**config.mk**
```make
export PLATFORM = sky130hd
export DESIGN_NAME = tmr8_core
export DESIGN_NICKNAME = d
export VERILOG_FILES = /design/src/shared/tmr8_pkg.sv /design/src/tmr8_core.sv
export SDC_FILE = /design/constraint.sdc
export NUM_CORES = 1
export LEC_CHECK = 0
export BUFFER_PORTS_ARGS = -buffer_cell sky130_fd_sc_hd__buf_2
export CORE_ASPECT_RATIO = 0.9
export CORE_UTILIZATION = 59
export DETAILED_ROUTE_END_ITERATION = 8
export PLACE_DENSITY = 0.8
export SETUP_SLACK_MARGIN = 0.2
export SYNTH_ARGS = -nofsm -noshare
export SYNTH_HDL_FRONTEND = slang
export SYNTH_SLANG_ARGS = --single-unit
```
**constraint.sdc**
```tcl
create_clock -name core_clk_i -period 2.3 [get_ports core_clk_i]
set_input_delay 0.23 -clock core_clk_i [delete_from_list [all_inputs] [get_ports core_clk_i]]
set_output_delay 0.23 -clock core_clk_i [all_outputs]
set_load 0.1 [all_outputs]
```
**src/shared/tmr8_pkg.sv**
```systemverilog
package tmr8_pkg;
  localparam logic [7:0] TMR8_ADDR_CTRL = 8'h44;
  localparam logic [7:0] TMR8_ADDR_CMP = 8'h47;
  localparam logic [7:0] TMR8_ADDR_MASK = 8'h6e;
  localparam logic [7:0] TMR8_ADDR_CNT = 8'h46;
  localparam logic [7:0] TMR8_ADDR_FLAGS = 8'h35;
  localparam int TMR8_FOC_BIT = 7;
  localparam int TMR8_WM_LOW_BIT = 6;
  localparam int TMR8_WM_HIGH_BIT = 3;
  localparam int TMR8_ACT_HI_BIT = 5;
  localparam int TMR8_ACT_LO_BIT = 4;
  localparam int TMR8_CMP_FLAG_BIT = 1;
  localparam int TMR8_WRAP_FLAG_BIT = 0;
  localparam logic [7:0] TMR8_CTRL_RST = 8'h00;
  localparam logic [7:0] TMR8_CMP_RST = 8'h00;
  localparam logic [1:0] TMR8_MASK_RST = 2'h0;
  localparam logic [7:0] TMR8_CNT_RST = 8'h00;
  localparam logic [7:0] TMR8_MAX = 8'hff;
  localparam logic [7:0] TMR8_BOTTOM = 8'h00;
  localparam logic [9:0] TMR8_DIV8 = 10'h007;
  localparam logic [9:0] TMR8_DIV64 = 10'h03f;
  localparam logic [9:0] TMR8_DIV256 = 10'h0ff;
  localparam logic [9:0] TMR8_DIV1024 = 10'h3ff;
  localparam logic [1:0] TMR8_MODE_NORMAL = 2'h0;
  localparam logic [1:0] TMR8_MODE_PHASE = 2'h1;
  localparam logic [1:0] TMR8_MODE_CLEAR = 2'h2;
  localparam logic [1:0] TMR8_MODE_FAST = 2'h3;
endpackage

```
**src/tmr8_core.sv**
```systemverilog
// Our own choice: strobed register access.
`timescale 1ns/1ns
module tmr8_core
(
  // clock and reset
  input wire logic core_clk_i,
  input wire logic rstn_i,
  // register port
  input wire logic [7:0] reg_addr_i,
  input wire logic [7:0] reg_wdata_i,
  input wire logic reg_wr_i,
  input wire logic reg_rd_i,
  output logic [7:0] reg_rdata_o,
  // interrupt handshake
  input wire logic global_irq_enable_i,
  input wire logic cmp_vector_taken_i,
  input wire logic wrap_vector_taken_i,
  output logic cmp_irq_o,
  output logic wrap_irq_o,
  // pins
  input wire logic ext_count_pin_i,
  input wire logic pin_direction_bit_i,
  input wire logic port_data_i,
  output logic wave_output_pin_o,
  output logic wave_output_pin_oe_o
);
  import tmr8_pkg::*;

  // ------------------------------------------------------------
  // state
  // ------------------------------------------------------------
  typedef struct packed {
    logic [7:0] ctrl;
    logic [7:0] cmp;
    logic [7:0] cmp_buf;
    logic [1:0] mask;
    logic [7:0] cnt;
    logic cmp_flag;
    logic wrap_flag;
    logic wave;
    logic down;
    logic block;
    logic [9:0] presc;
    logic [2:0] ext_sync;
    logic ext_prev;
    logic [7:0] rdata;
  } tmr8_state_t;

  tmr8_state_t s_q;
  tmr8_state_t s_d;

  function automatic logic [1:0] tmr8_mode(input logic [7:0] c);
    tmr8_mode = {c[TMR8_WM_HIGH_BIT], c[TMR8_WM_LOW_BIT]};
  endfunction

  // non-pwm compare action: toggle, clear or set
  function automatic logic tmr8_act(input logic [1:0] a, input logic w);
    tmr8_act = (a == 2'h1) ? ~w : a[0];
  endfunction

  logic [1:0] mode;
  logic [1:0] act;
  logic pwm;
  logic tick;
  logic ext_lvl;
  logic ext_rise;
  logic ext_fall;
  logic match;
  logic [7:0] top;
  logic at_top;
  logic wr_cnt;

  always_comb
  begin
    mode = tmr8_mode(s_q.ctrl);
    act = s_q.ctrl[TMR8_ACT_HI_BIT:TMR8_ACT_LO_BIT];
    pwm = s_q.ctrl[TMR8_WM_LOW_BIT];
    // glitch filter: level changes only when stages two and three agree
    ext_lvl = s_q.ext_prev;
    if (s_q.ext_sync[1] == s_q.ext_sync[2])
    begin
      ext_lvl = s_q.ext_sync[2];
    end
    ext_rise = ext_lvl & ~s_q.ext_prev;
    ext_fall = ~ext_lvl & s_q.ext_prev;
    // pin edges count regardless of pin direction
    case (s_q.ctrl[2:0])
      3'h0: tick = 1'b0;
      3'h1: tick = 1'b1;
      3'h2: tick = (s_q.presc & TMR8_DIV8) == TMR8_DIV8;
      3'h3: tick = (s_q.presc & TMR8_DIV64) == TMR8_DIV64;
      3'h4: tick = (s_q.presc & TMR8_DIV256) == TMR8_DIV256;
      3'h5: tick = s_q.presc == TMR8_DIV1024;
      3'h6: tick = ext_fall;
      default: tick = ext_rise;
    endcase
    top = (mode == TMR8_MODE_CLEAR) ? s_q.cmp : TMR8_MAX;
    match = (s_q.cnt == s_q.cmp) && !s_q.block;
    at_top = s_q.cnt == top;
    wr_cnt = reg_wr_i && reg_addr_i == TMR8_ADDR_CNT;
  end

  // ------------------------------------------------------------
  // next state
  // ------------------------------------------------------------
  always_comb
  begin
    s_d = s_q;
    s_d.ext_sync = {s_q.ext_sync[1:0], ext_count_pin_i};
    s_d.ext_prev = ext_lvl;
    s_d.presc = s_q.presc + 10'h001;
    s_d.rdata = 8'h00;
    // clears come first so that a same-cycle set from a tick wins
    if (cmp_vector_taken_i || (reg_wr_i && reg_addr_i == TMR8_ADDR_FLAGS
        && reg_wdata_i[TMR8_CMP_FLAG_BIT]))
    begin
      s_d.cmp_flag = 1'b0;
    end
    if (wrap_vector_taken_i || (reg_wr_i && reg_addr_i == TMR8_ADDR_FLAGS
        && reg_wdata_i[TMR8_WRAP_FLAG_BIT]))
    begin
      s_d.wrap_flag = 1'b0;
    end
    if (tick)
    begin
      s_d.block = 1'b0;
      if (match && !(pwm && s_q.cmp == TMR8_MAX && act[1]))
      begin
        s_d.cmp_flag = 1'b1;
      end
      case (mode)
        TMR8_MODE_NORMAL:
        begin
          s_d.cnt = s_q.cnt + 8'h01;
          if (s_q.cnt == TMR8_MAX)
          begin
            s_d.wrap_flag = 1'b1;
          end
          if (match)
          begin
            s_d.wave = tmr8_act(act, s_q.wave);
          end
        end
        TMR8_MODE_CLEAR:
        begin
          s_d.cnt = (match || at_top) ? TMR8_BOTTOM : s_q.cnt + 8'h01;
          if (s_q.cnt == TMR8_MAX)
          begin
            s_d.wrap_flag = 1'b1;
          end
          if (match)
          begin
            s_d.wave = tmr8_act(act, s_q.wave);
          end
        end
        TMR8_MODE_FAST:
        begin
          s_d.cnt = s_q.cnt + 8'h01; // wraps max to zero
          if (s_q.cnt == TMR8_MAX)
          begin
            s_d.wrap_flag = 1'b1;
            if (act[1])
            begin
              // cmp at top: match skipped, action taken at top
              s_d.wave = (s_q.cmp == TMR8_MAX) ? act[0] : ~act[0];
            end
          end
          else if (match && act[1])
          begin
            s_d.wave = act[0];
          end
        end
        default:
        begin
          if (s_q.cnt == TMR8_MAX)
          begin
            s_d.down = 1'b1;
            s_d.cnt = s_q.cnt - 8'h01;
            if (act[1] && s_q.cmp == TMR8_MAX)
            begin
              s_d.wave = ~act[0];
            end
          end
          else if (s_q.down && s_q.cnt == TMR8_BOTTOM)
          begin
            s_d.down = 1'b0;
            s_d.cnt = s_q.cnt + 8'h01;
            s_d.wrap_flag = 1'b1;
          end
          else
          begin
            s_d.cnt = s_q.down ? s_q.cnt - 8'h01 : s_q.cnt + 8'h01;
          end
          if (match && act[1] && s_q.cmp != TMR8_MAX)
          begin
            s_d.wave = s_q.down ? ~act[0] : act[0];
          end
        end
      endcase
    end
    // ------------------------------------------------------------
    // register writes
    // ------------------------------------------------------------
    if (reg_wr_i)
    begin
      if (reg_addr_i == TMR8_ADDR_CTRL)
      begin
        s_d.ctrl = {1'b0, reg_wdata_i[6:0]};
        // forced compare: wave only, no flag, no clear
        if (reg_wdata_i[TMR8_FOC_BIT] && !reg_wdata_i[TMR8_WM_LOW_BIT])
        begin
          if (reg_wdata_i[5:4] == 2'h1)
          begin
            s_d.wave = ~s_q.wave;
          end
          else if (reg_wdata_i[5])
          begin
            s_d.wave = reg_wdata_i[4];
          end
        end
        if (!reg_wdata_i[TMR8_WM_LOW_BIT])
        begin
          s_d.down = 1'b0;
        end
      end
      else if (reg_addr_i == TMR8_ADDR_CMP)
      begin
        s_d.cmp_buf = reg_wdata_i;
      end
      else if (reg_addr_i == TMR8_ADDR_MASK)
      begin
        s_d.mask = reg_wdata_i[1:0];
      end
      else if (wr_cnt)
      begin
        s_d.cnt = reg_wdata_i;
        s_d.block = 1'b1;
      end
    end
    // immediate compare update in non-pwm modes
    s_d.cmp = pwm ? s_q.cmp : s_d.cmp_buf;
    // pwm: buffered value loads on the tick at top (count at max), in both pwm modes; a write in that
    // same cycle stays in the buffer for the next turn
    if (pwm && (tick && s_q.cnt == TMR8_MAX))
    begin
      s_d.cmp = s_q.cmp_buf;
    end
    // ------------------------------------------------------------
    // register reads
    // ------------------------------------------------------------
    if (reg_rd_i)
    begin
      if (reg_addr_i == TMR8_ADDR_CTRL)
      begin
        s_d.rdata = {1'b0, s_q.ctrl[6:0]};
      end
      else if (reg_addr_i == TMR8_ADDR_CMP)
      begin
        s_d.rdata = s_q.cmp_buf;
      end
      else if (reg_addr_i == TMR8_ADDR_MASK)
      begin
        s_d.rdata = {6'h00, s_q.mask};
      end
      else if (reg_addr_i == TMR8_ADDR_CNT)
      begin
        s_d.rdata = s_q.cnt;
      end
      else if (reg_addr_i == TMR8_ADDR_FLAGS)
      begin
        s_d.rdata = {6'h00, s_q.cmp_flag, s_q.wrap_flag};
      end
      else
      begin
        s_d.rdata = 8'h00;
      end
    end
  end

  always_ff @(posedge core_clk_i)
  begin
    if (!rstn_i)
    begin
      s_q <= '0;
      s_q.ctrl <= TMR8_CTRL_RST;
      s_q.cmp <= TMR8_CMP_RST;
      s_q.cmp_buf <= TMR8_CMP_RST;
      s_q.mask <= TMR8_MASK_RST;
      s_q.cnt <= TMR8_CNT_RST;
    end
    else
    begin
      s_q <= s_d;
    end
  end

  // ------------------------------------------------------------
  // outputs
  // ------------------------------------------------------------
  assign reg_rdata_o = s_q.rdata;
  assign cmp_irq_o = s_q.mask[1] & global_irq_enable_i & s_q.cmp_flag;
  assign wrap_irq_o = s_q.mask[0] & global_irq_enable_i & s_q.wrap_flag;
  // pin taken over when action nonzero
  assign wave_output_pin_o = (act != 2'h0) ? s_q.wave : port_data_i;
  assign wave_output_pin_oe_o = pin_direction_bit_i;
endmodule

```
==> metrics.md, run 1 <==
| Metric | Value |
|---|---|
| Share of the synthesized area in the top cell type | `32.8%` |
| Number of flops mapped to enable cells by yosys | `0` |
| Endpoint type of the worst setup path | `register` |
| Cell taking the most area after synthesis | `dfxtp_1` |
| RR Endpoint | `s_q[48]` |
| Relative slew slack | `47.8%` |
| Startpoint Class | `register` |
| CTS root buffer | `clkbuf_8` |
| Tot GR Track Use | `33.4%` |
| Cell Rows | `26` |
| Vias | `3500` |
| Max Fclk | `464 MHz` |
| Setup Crit Path Kind | `register to register` |
| Crit path from | `s_q[12]` |
| DR iter-0 viols | `435` |
| Min cycle time layout | `2.15 ns` |
| H-tree depth | `3` |
| Top-count cell post-synth | `dfxtp_1` |
| WP data arrival | `2.39 ns` |
| Hold Crit Class | `primary input to register` |
| Post-synthesis register bit count | `60` |
| Top cells by count, synth | `dfxtp_1 (60), nor2_1 (47), mux2i_1 (29)` |
| Die span in x | `85.1 um` |
| DR vias/cell | `6.52` |
| CTS Buf Count | `9` |
| Post-route total power | `2.25 mW` |
| Skew final | `0.00545 ns` |
| Hold bufs inserted after CTS | `0` |
| Place WS | `0.0300 ns` |
| Total setup violations reported at the end of the flow | `0` |
| Clk_lat worst skew | `0.34 ns` |
| Antenna violations before repair | `0` |
| Number of max-cap violations | `0` |
| Global-route wire length before repair | `16.8 mm` |
| Die Area | `0.00654 sq mm` |
| Clk sinks | `60` |
| GP Congestion | `0.947` |
| Cell area after synthesis | `0.00367 sq mm` |
| Antenna Cells | `0` |
| Final TNS setup | `0 ns` |
| Starting Density | `63.0%` |
| Synth top area cells | `dfxtp_1 (33%), mux2i_1 (7.9%), nor2_1 (4.8%)` |
| R2r setup slk | `0.15 ns` |
| Largest net degree at the start of global routing | `29` |
| Sequential fraction of the synthesis area | `32.8%` |
| Synth cell types | `72` |
| CP Max Fanout | `5` |
| Sw frac | `23.2%` |
| VDD IR max | `0.488 mV` |
| Run status | `finished clean` |
| Layout area overhead | `19.7%` |
| PD cells | `512 mW/mm^2` |
| Placed Cells incl. Taps | `510` |
| Io pins | `38` |
| Core area | `0.00582 sq mm` |
| Clk pin slew, worst setup/hold paths | `0.07 ns` |
| RR Startpoint | `s_q[12]` |
| Max Slew Vio Count | `0` |
| Clock Power Share | `47.8%` |
| IO buf count | `35` |
| Comb power frac | `5.2%` |
| Filler-free cell count of the finished design | `537` |
| Psw | `0.523 mW` |
| Fin crit share | `93.6%` |
| Async SR Flop Fraction | `0%` |
| CTS max path bufs | `2` |
| WP data required | `2.53 ns` |
| Slew @ Worst Pin | `0.783 ns` |
| Die Ht | `76.8 um` |
| Final wirelength | `10.8 mm` |
| # DRC | `0` |
| Reg2reg path depth | `8` |
| Syn Area/Cell | `8.77 sq um` |
| Slack of the critical path | `0.147 ns` |
| Hold WS | `0.0903 ns` |
| Part of the power in registers | `46.9%` |
| Pre-antenna DRT Iters | `5` |
| CTS tree | `built` |
| Lkg Pwr | `1.86 nW` |
| Syn Inst Count | `418` |
| Nets | `497` |
| Vias in the first global route | `3346` |
| Global route overflow | `0` |
| RSZ-0062 raised after global routing | `true` |
| Net Count, Synth | `453` |
| Synth Flop Type | `dfxtp_1` |
| Internal | `1.73 mW` |
| Drt wl/cell | `20.1 um` |
| Critical Path Sink | `s_q[48]` |
| Final Hold Vio Count | `0` |
| Antenna-violating nets left | `0` |
| Hpwl dp | `7.02 mm` |
| Layout cell share with drive strength beyond 1 | `31.7%` |
| Yosys warns | `0` |
flip-flops by register name, summed over array words and instances, names as in the netlist:
register / flops
mode: 2
s_d: 2
act: 2
s_q: 46
reg_rdata_o: 8
critical path, stage by stage (launching register included):
cell and delay [ns]:
dfxtp_4 0.37, ha_4 0.15, nand3_4 0.09, or3_4 0.38, o311ai_4 0.30, buf_4 0.19
and4_1 0.20, a211oi_1 0.08, a211oi_1 0.27
cell usage in the layout, fill, tap and decap left out, types with 4 or more instances in the layout:
cell and instances:
dfxtp_2 9, xor2_1 5, xnor2_1 10, dfxtp_1 50
nand3_1 20, mux2_2 4, nor2_1 47, o2111a_1 4
nor2b_1 4, clkbuf_8 10, buf_4 28, and3_1 5
mux2i_1 28, nand2_1 21, nand4_1 6, ha_1 7
inv_1 10, a211oi_1 7, buf_2 35, and2_1 12
a31oi_1 6, o21ai_0 17, a21oi_1 21
layer usage:
metal  track usage (%)  routed length (um)
met5                 0                   0
met3              8.83                 928
met1              42.0                4410
met2              52.8                5000
met4              16.6                 472
kinds of logic (layout without fill, tap and decap cells):
family / Yosys count / in the layout / share of synthesized area (%)
and+or+nand+nor: 161 / 163 / 26.0
AOI/OAI and AO/OA: 92 / 92 / 18.3
DFF: 60 / 60 / 32.8
buffers and inverters: 46 / 93 / 6.65
muxes: 34 / 34 / 9.45
xor gates and xnor gates: 16 / 16 / 3.82
adders and majority gates: 9 / 9 / 3.07
through the flow:
step | utilization [%] | instance area [sq um]
final | 75.4 | 4390
after global routing | 75.4 | 4390
after CTS | 72.3 | 4210
after detailed placement | 66.9 | 3900
after global placement | 66.9 | 3900
after floorplan | - | 3670
final cells by class:
cell class / instances / area, sq um
Inverter: 11 / 41.3
Fill cell: 400 / 1430
Timing Repair Buffer: 66 / 419
Sequential cell: 60 / 1220
Multi-Input combinational cell: 314 / 2400
Tap cell: 70 / 87.6
Clock buffer: 10 / 138
Clock inverter: 6 / 87.6
power by group through the flow:
stage          Sequential [mW]  Clock [mW]  Combinational [mW]
2_1_floorplan             1.07           0              0.0717
3_3_place_gp              1.08           0               0.108
3_5_place_dp              1.08           0               0.110
4_1_cts                   1.05        1.09               0.111
5_1_grt                   1.06        1.14               0.127
6_report                  1.06        1.08               0.118
worst min-delay path by stage:
| stage | to | start | cells after the start | slack, ns |
|---|---|---|---|---|
| 5_1_grt | s_d[10] | ext_count_pin_i | 2 | 0.09 |
| 6_report | s_d[10] | ext_count_pin_i | 2 | 0.09 |
| 3_5_place_dp | s_d[11] | s_d[10] | 1 | 0.43 |
| 3_3_place_gp | s_d[11] | s_d[10] | 1 | 0.42 |
| 2_1_floorplan | s_d[10] | ext_count_pin_i | 1 | 0.36 |
| 4_1_cts | s_d[10] | ext_count_pin_i | 2 | 0.07 |
what timing repair did:
item	4_1_cts	5_1_grt
pin swaps	8	9
gates resized for setup	11	31
cloned	2	0
setup buffers	4	5
setup endpoints to repair	20	20
hold endpoints to repair	0	0
(Power assumes the default switching activity.)
==> inputs of run 2 (changes only) <==
--- a/config.mk
+++ b/config.mk
@@ -10,6 +10,7 @@
 export CORE_UTILIZATION = 59
 export DETAILED_ROUTE_END_ITERATION = 8
 export PLACE_DENSITY = 0.8
+export RECOVER_POWER = 25
 export SETUP_SLACK_MARGIN = 0.2
 export SYNTH_ARGS = -nofsm -noshare
 export SYNTH_HDL_FRONTEND = slang
==> metrics.md, run 2 (synthesis gave the netlist of run 1 again) <==
| Metric | Value |
|---|---|
| Run status | `finished clean` |
| Filler-free cell count of the finished design | `537` |
| WP data required | `2.56 ns` |
| CTS Buf Count | `9` |
| CP Max Fanout | `8` |
| Final wirelength | `10.9 mm` |
| Drt wl/cell | `20.3 um` |
| Hold Crit Class | `primary input to register` |
| RSZ-0062 raised after global routing | `true` |
| Io pins | `38` |
| # fillers | `408` |
| CTS root buffer | `clkbuf_8` |
| RR Endpoint | `s_q[34]` |
| Die Area | `0.00654 sq mm` |
| Most common cell after layout, fill and taps aside | `dfxtp_1` |
| CTS tree | `built` |
| Starting Density | `63.0%` |
| PD cells | `515 mW/mm^2` |
| Setup Crit Path Kind | `register to register` |
| Lkg Pwr | `1.84 nW` |
| Total setup violations reported at the end of the flow | `0` |
| Placed Cells incl. Taps | `510` |
| Final Hold Vio Count | `0` |
| Hpwl dp | `7.02 mm` |
| Final TNS setup | `0 ns` |
| Slowest CP cell | `o311a_4` |
| H-tree depth | `3` |
| Max incr delay on CP | `0.45 ns` |
| Vias | `3587` |
| CTS max path bufs | `2` |
| Skew final | `0.00567 ns` |
| Hold WS | `0.0890 ns` |
| Tot GR Track Use | `33.4%` |
| Nets | `497` |
| Largest register FFs | `46` |
| Fin crit share | `93.1%` |
| Global-route wire length before repair | `16.8 mm` |
| Worst-path cell chain | `ha_4 -> nand3_4 -> or3_4 -> o311a_4 -> nor2_4 -> a311oi_1 -> nor3_1` |
| Layout area overhead | `19.2%` |
| Post-route total power | `2.25 mW` |
| Hold bufs inserted after CTS | `0` |
| Vias in the first global route | `3346` |
| Max Fclk | `467 MHz` |
| Largest net degree at the start of global routing | `29` |
| Antenna-violating nets left | `0` |
| Endpoint type of the worst setup path | `register` |
| # DRC | `0` |
| VDD IR max | `0.491 mV` |
| Design area | `0.00437 sq mm` |
| GP Congestion | `0.947` |
| Number of max-cap violations | `0` |
| Relative slew slack | `18.5%` |
| IO buf count | `35` |
| Hold path startpoint | `ext_count_pin_i` |
| Clk sinks | `60` |
| Die Ht | `76.8 um` |
| Cell Rows | `26` |
| Reg2reg path depth | `7` |
| R2r setup slk | `0.16 ns` |
| Clk_lat worst skew | `0.35 ns` |
| DR iter-0 viols | `439` |
| WP data arrival | `2.41 ns` |
| Core area | `0.00582 sq mm` |
| Global route overflow | `0` |
| Max Slew Vio Count | `0` |
| Slew @ Worst Pin | `1.22 ns` |
| Antenna violations before repair | `0` |
| Layout cell share with drive strength beyond 1 | `30.6%` |
| Hold Path Sink | `s_d[10]` |
| Post-DP Area | `0.00390 sq mm` |
| Worst Hold Depth | `2` |
| DR vias/cell | `6.68` |
| Most frequent cells in the layout | `dfxtp_1 (50), nor2_1 (47), buf_2 (33), mux2i_1 (28), buf_4 (26)` |
| Antenna Cells | `0` |
| Top reg by flops | `s_q` |
| RR Startpoint | `s_q[12]` |
| Pre-antenna DRT Iters | `6` |
| Die span in x | `85.1 um` |
| Min cycle time layout | `2.14 ns` |
| Clk pin slew, worst setup/hold paths | `0.07 ns` |
| Startpoint Class | `register` |
## run 2: worst max-delay path by stage
stage / startpoint / endpoint / slack [ns] / cells after the start
2_1_floorplan: s_q[12] / s_q[48] / 0.20 / 7
3_3_place_gp: s_q[12] / s_q[24] / 0.11 / 7
6_report: s_q[12] / s_q[34] / 0.16 / 7
5_1_grt: s_q[12] / s_q[48] / 0.08 / 8
3_5_place_dp: s_q[12] / s_q[24] / 0.03 / 7
4_1_cts: s_q[34] / s_q[24] / 0.22 / 6
## run 2: worst max-delay path: cells and delay by family, from the launching register on
| family | cells | cell delay, ns |
|---|---|---|
| AOI/OAI and AO/OA | 2 | 0.59 |
| adders and majority gates | 1 | 0.15 |
| DFF | 1 | 0.37 |
| and+or+nand+nor | 4 | 0.93 |
## run 2: stage by stage
step	util, %	worst slack, ns
6_report	75.1	0.159
5_1_grt	75.1	0.0835
4_1_cts	72.3	0.222
3_5_place_dp	66.9	0.0300
3_3_place_gp	66.9	0.111
2_1_floorplan	-	0.195
## run 2: layout make-up
type / instances / area (sq um) / share of cell area, %
multi-input cells: 314 / 2390 / 54.7
flip-flops and latches: 60 / 1220 / 27.8
repair buffers: 66 / 409 / 9.36
clock buffers: 10 / 138 / 3.15
clock inverters: 6 / 87.6 / 2.00
well taps: 70 / 87.6 / 2.00
inverters: 11 / 41.3 / 0.944
## run 2: repair_timing
item | 4_1_cts | 5_1_grt
cloned | 2 | 0
pin swaps | 8 | 9
setup buffers | 4 | 5
resized for setup | 11 | 31
endpoints found under the hold margin | 0 | 0
setup endpoints to repair | 20 | 20
## run 2: power by group
part,internal [mW],switching [mW]
clock network,0.639,0.442
registers,1.05,0.00924
logic,0.0396,0.0763
total,1.72,0.528
## run 2: per-layer routing
layer / share of wire [%] / routed length, um / track usage [%]
met1: 42 / 4580 / 42.0
met2: 45 / 4970 / 52.8
met3: 7.2 / 789 / 8.83
met4: 5.3 / 577 / 16.6
met5: 0 / 0 / 0
==> inputs of run 3 (changes only) <==
--- a/config.mk
+++ b/config.mk
@@ -9,7 +9,7 @@
 export CORE_ASPECT_RATIO = 0.9
 export CORE_UTILIZATION = 59
 export DETAILED_ROUTE_END_ITERATION = 8
-export PLACE_DENSITY = 0.8
+export PLACE_DENSITY = 0.86
 export RECOVER_POWER = 25
 export SETUP_SLACK_MARGIN = 0.2
 export SYNTH_ARGS = -nofsm -noshare
==> metrics.md, run 3 (synthesis gave the netlist of run 1 again) <==
| Metric | Value |
|---|---|
| Die Ht | `76.8 um` |
| WP data arrival | `2.43 ns` |
| Final wirelength | `10.7 mm` |
| Internal | `1.61 mW` |
| Endpoint type of the worst setup path | `register` |
| Core area | `0.00582 sq mm` |
| Pre-antenna DRT Iters | `5` |
| Global-route wire length before repair | `16.3 mm` |
| Top delay family on crit path | `simple AND/OR/NAND/NOR gates` |
| Io pins | `38` |
| Setup Crit Path Kind | `register to register` |
| Hold bufs inserted after CTS | `0` |
| Layout Utilization | `74.4%` |
| # DRC | `0` |
| Max incr delay on CP | `0.44 ns` |
| Cell Rows | `26` |
| Run status | `finished clean` |
| Antenna Cells | `0` |
| Antenna violations before repair | `0` |
| CTS Buf Count | `9` |
| Starting Density | `63.0%` |
| Max Slew Vio Count | `0` |
| Min cycle time layout | `2.15 ns` |
| VDD IR max | `0.488 mV` |
| DR iter-0 viols | `442` |
| Hold Crit Class | `primary input to register` |
| CP Max Fanout | `8` |
| IO buf count | `35` |
| Part of the power in registers | `49.7%` |
| Psw | `0.516 mW` |
| Global route overflow | `0` |
| Fin crit share | `93.7%` |
| Die span in x | `85.1 um` |
| Antenna-violating nets left | `0` |
| Most frequent cells in the layout | `dfxtp_1 (52), nor2_1 (47), buf_2 (34), mux2i_1 (29), nand2_1 (21)` |
| Tot GR Track Use | `32.2%` |
| Hpwl dp | `6.94 mm` |
| Crit path from | `s_q[13]` |
| Top reg by flops | `s_q` |
| Number of max-cap violations | `0` |
| Layout area overhead | `18.1%` |
| Lkg Pwr | `1.80 nW` |
| CP bufs+invs | `0` |
| Hold path startpoint | `ext_count_pin_i` |
| Max Fclk | `464 MHz` |
| CTS root buffer | `clkbuf_8` |
| Clk pin slew, worst setup/hold paths | `0.07 ns` |
| GP Congestion | `0.974` |
| RSZ-0062 raised after global routing | `true` |
| Clock Power Share | `44.8%` |
| PD cells | `491 mW/mm^2` |
| Final Hold Vio Count | `0` |
| Post-DP Area | `0.00387 sq mm` |
| CTS tree | `built` |
| Comb power frac | `5.6%` |
| Design area | `0.00433 sq mm` |
| Vias | `3543` |
| Relative slew slack | `18.8%` |
| Die Area | `0.00654 sq mm` |
| Clk_lat worst skew | `0.36 ns` |
| H-tree depth | `3` |
| Largest register FFs | `46` |
| Total setup violations reported at the end of the flow | `0` |
| Layout cell share with drive strength beyond 1 | `29.7%` |
| Worst-path cell chain | `ha_4 -> nand3_4 -> or3_4 -> o311a_4 -> nor2_4 -> nand3_2 -> o31ai_2` |
| CTS max path bufs | `2` |
| DR vias/cell | `6.67` |
| Largest net degree at the start of global routing | `29` |
| Slew @ Worst Pin | `1.22 ns` |
| WP data required | `2.57 ns` |
| Skew final | `0.0116 ns` |
| Drt wl/cell | `20.2 um` |
| Most common cell after layout, fill and taps aside | `dfxtp_1` |
| Startpoint Class | `register` |
| RR Startpoint | `s_q[13]` |
| Slowest CP cell | `or3_4` |
| Nets | `492` |
| Sw frac | `24.3%` |
| Final TNS setup | `0 ns` |
| Vias in the first global route | `3341` |
| Clk sinks | `60` |
run 3: cell count changes in the layout (fill, tap and decap cells not counted), moves of 3 or more:
cell     previous run  this run
a21oi_2             1         4
buf_6               3         6
buf_4              26        17
a21oi_1            21        16
run 3: path summary, 6_finish.rpt:
path	end	slack, ns	cells past startpoint
setup / recovery	s_q[33]	0.15	7
hold / removal	s_d[10]	0.08	2
setup reg to reg	s_q[33]	0.15	7
hold reg to reg	s_q[12]	0.45	1
run 3: cell type report:
class | instances | area, sq um
multi-input combinational | 314 | 2420
fill | 409 | 1490
sequential | 60 | 1210
timing repair buffer | 61 | 380
clock buffer | 11 | 141
tap | 70 | 87.6
clock inverter | 4 | 50.0
inverter | 11 | 41.3
run 3: timing repair:
action	in CTS	in global routing
pin swaps	6	23
gates cloned	2	0
setup buffers	3	4
resized for setup	12	34
endpoints found under the setup margin	20	20
run 3: layer usage:
| layer | vias up | part of all wire, % | global-route usage [%] | wire (um) |
|---|---|---|---|---|
| met2 | 227 | 46 | 50.2 | 4890 |
| li1 | 1593 | - | - | - |
| met1 | 1665 | 41 | 40.3 | 4390 |
| met3 | 58 | 9.1 | 8.29 | 970 |
| met5 | - | 0 | 0 | 0 |
| met4 | 0 | 4.3 | 18.0 | 459 |
run 3: per-stage QoR:
step | total power [mW] | std cells | hold slack, ns | setup WS, ns
2_1_floorplan | 1.15 | 418 | 0.357 | 0.195
3_3_place_gp | 1.18 | 507 | 0.425 | 0.125
3_5_place_dp | 1.19 | 507 | 0.423 | 0.0404
4_1_cts | 2.11 | 527 | 0.0849 | 0.191
5_1_grt | 2.18 | 531 | 0.0853 | -0.00376
6_report | 2.13 | 531 | 0.0845 | 0.146
run 3: power by group through the flow:
stage                     combinational [mW]  clock (mW)  sequential (mW)
after global placement                 0.109           0             1.08
after global routing                   0.128       0.993             1.06
after floorplan                       0.0717           0             1.07
after detailed placement               0.111           0             1.08
final                                  0.119       0.951             1.06
after CTS                              0.113       0.941             1.05
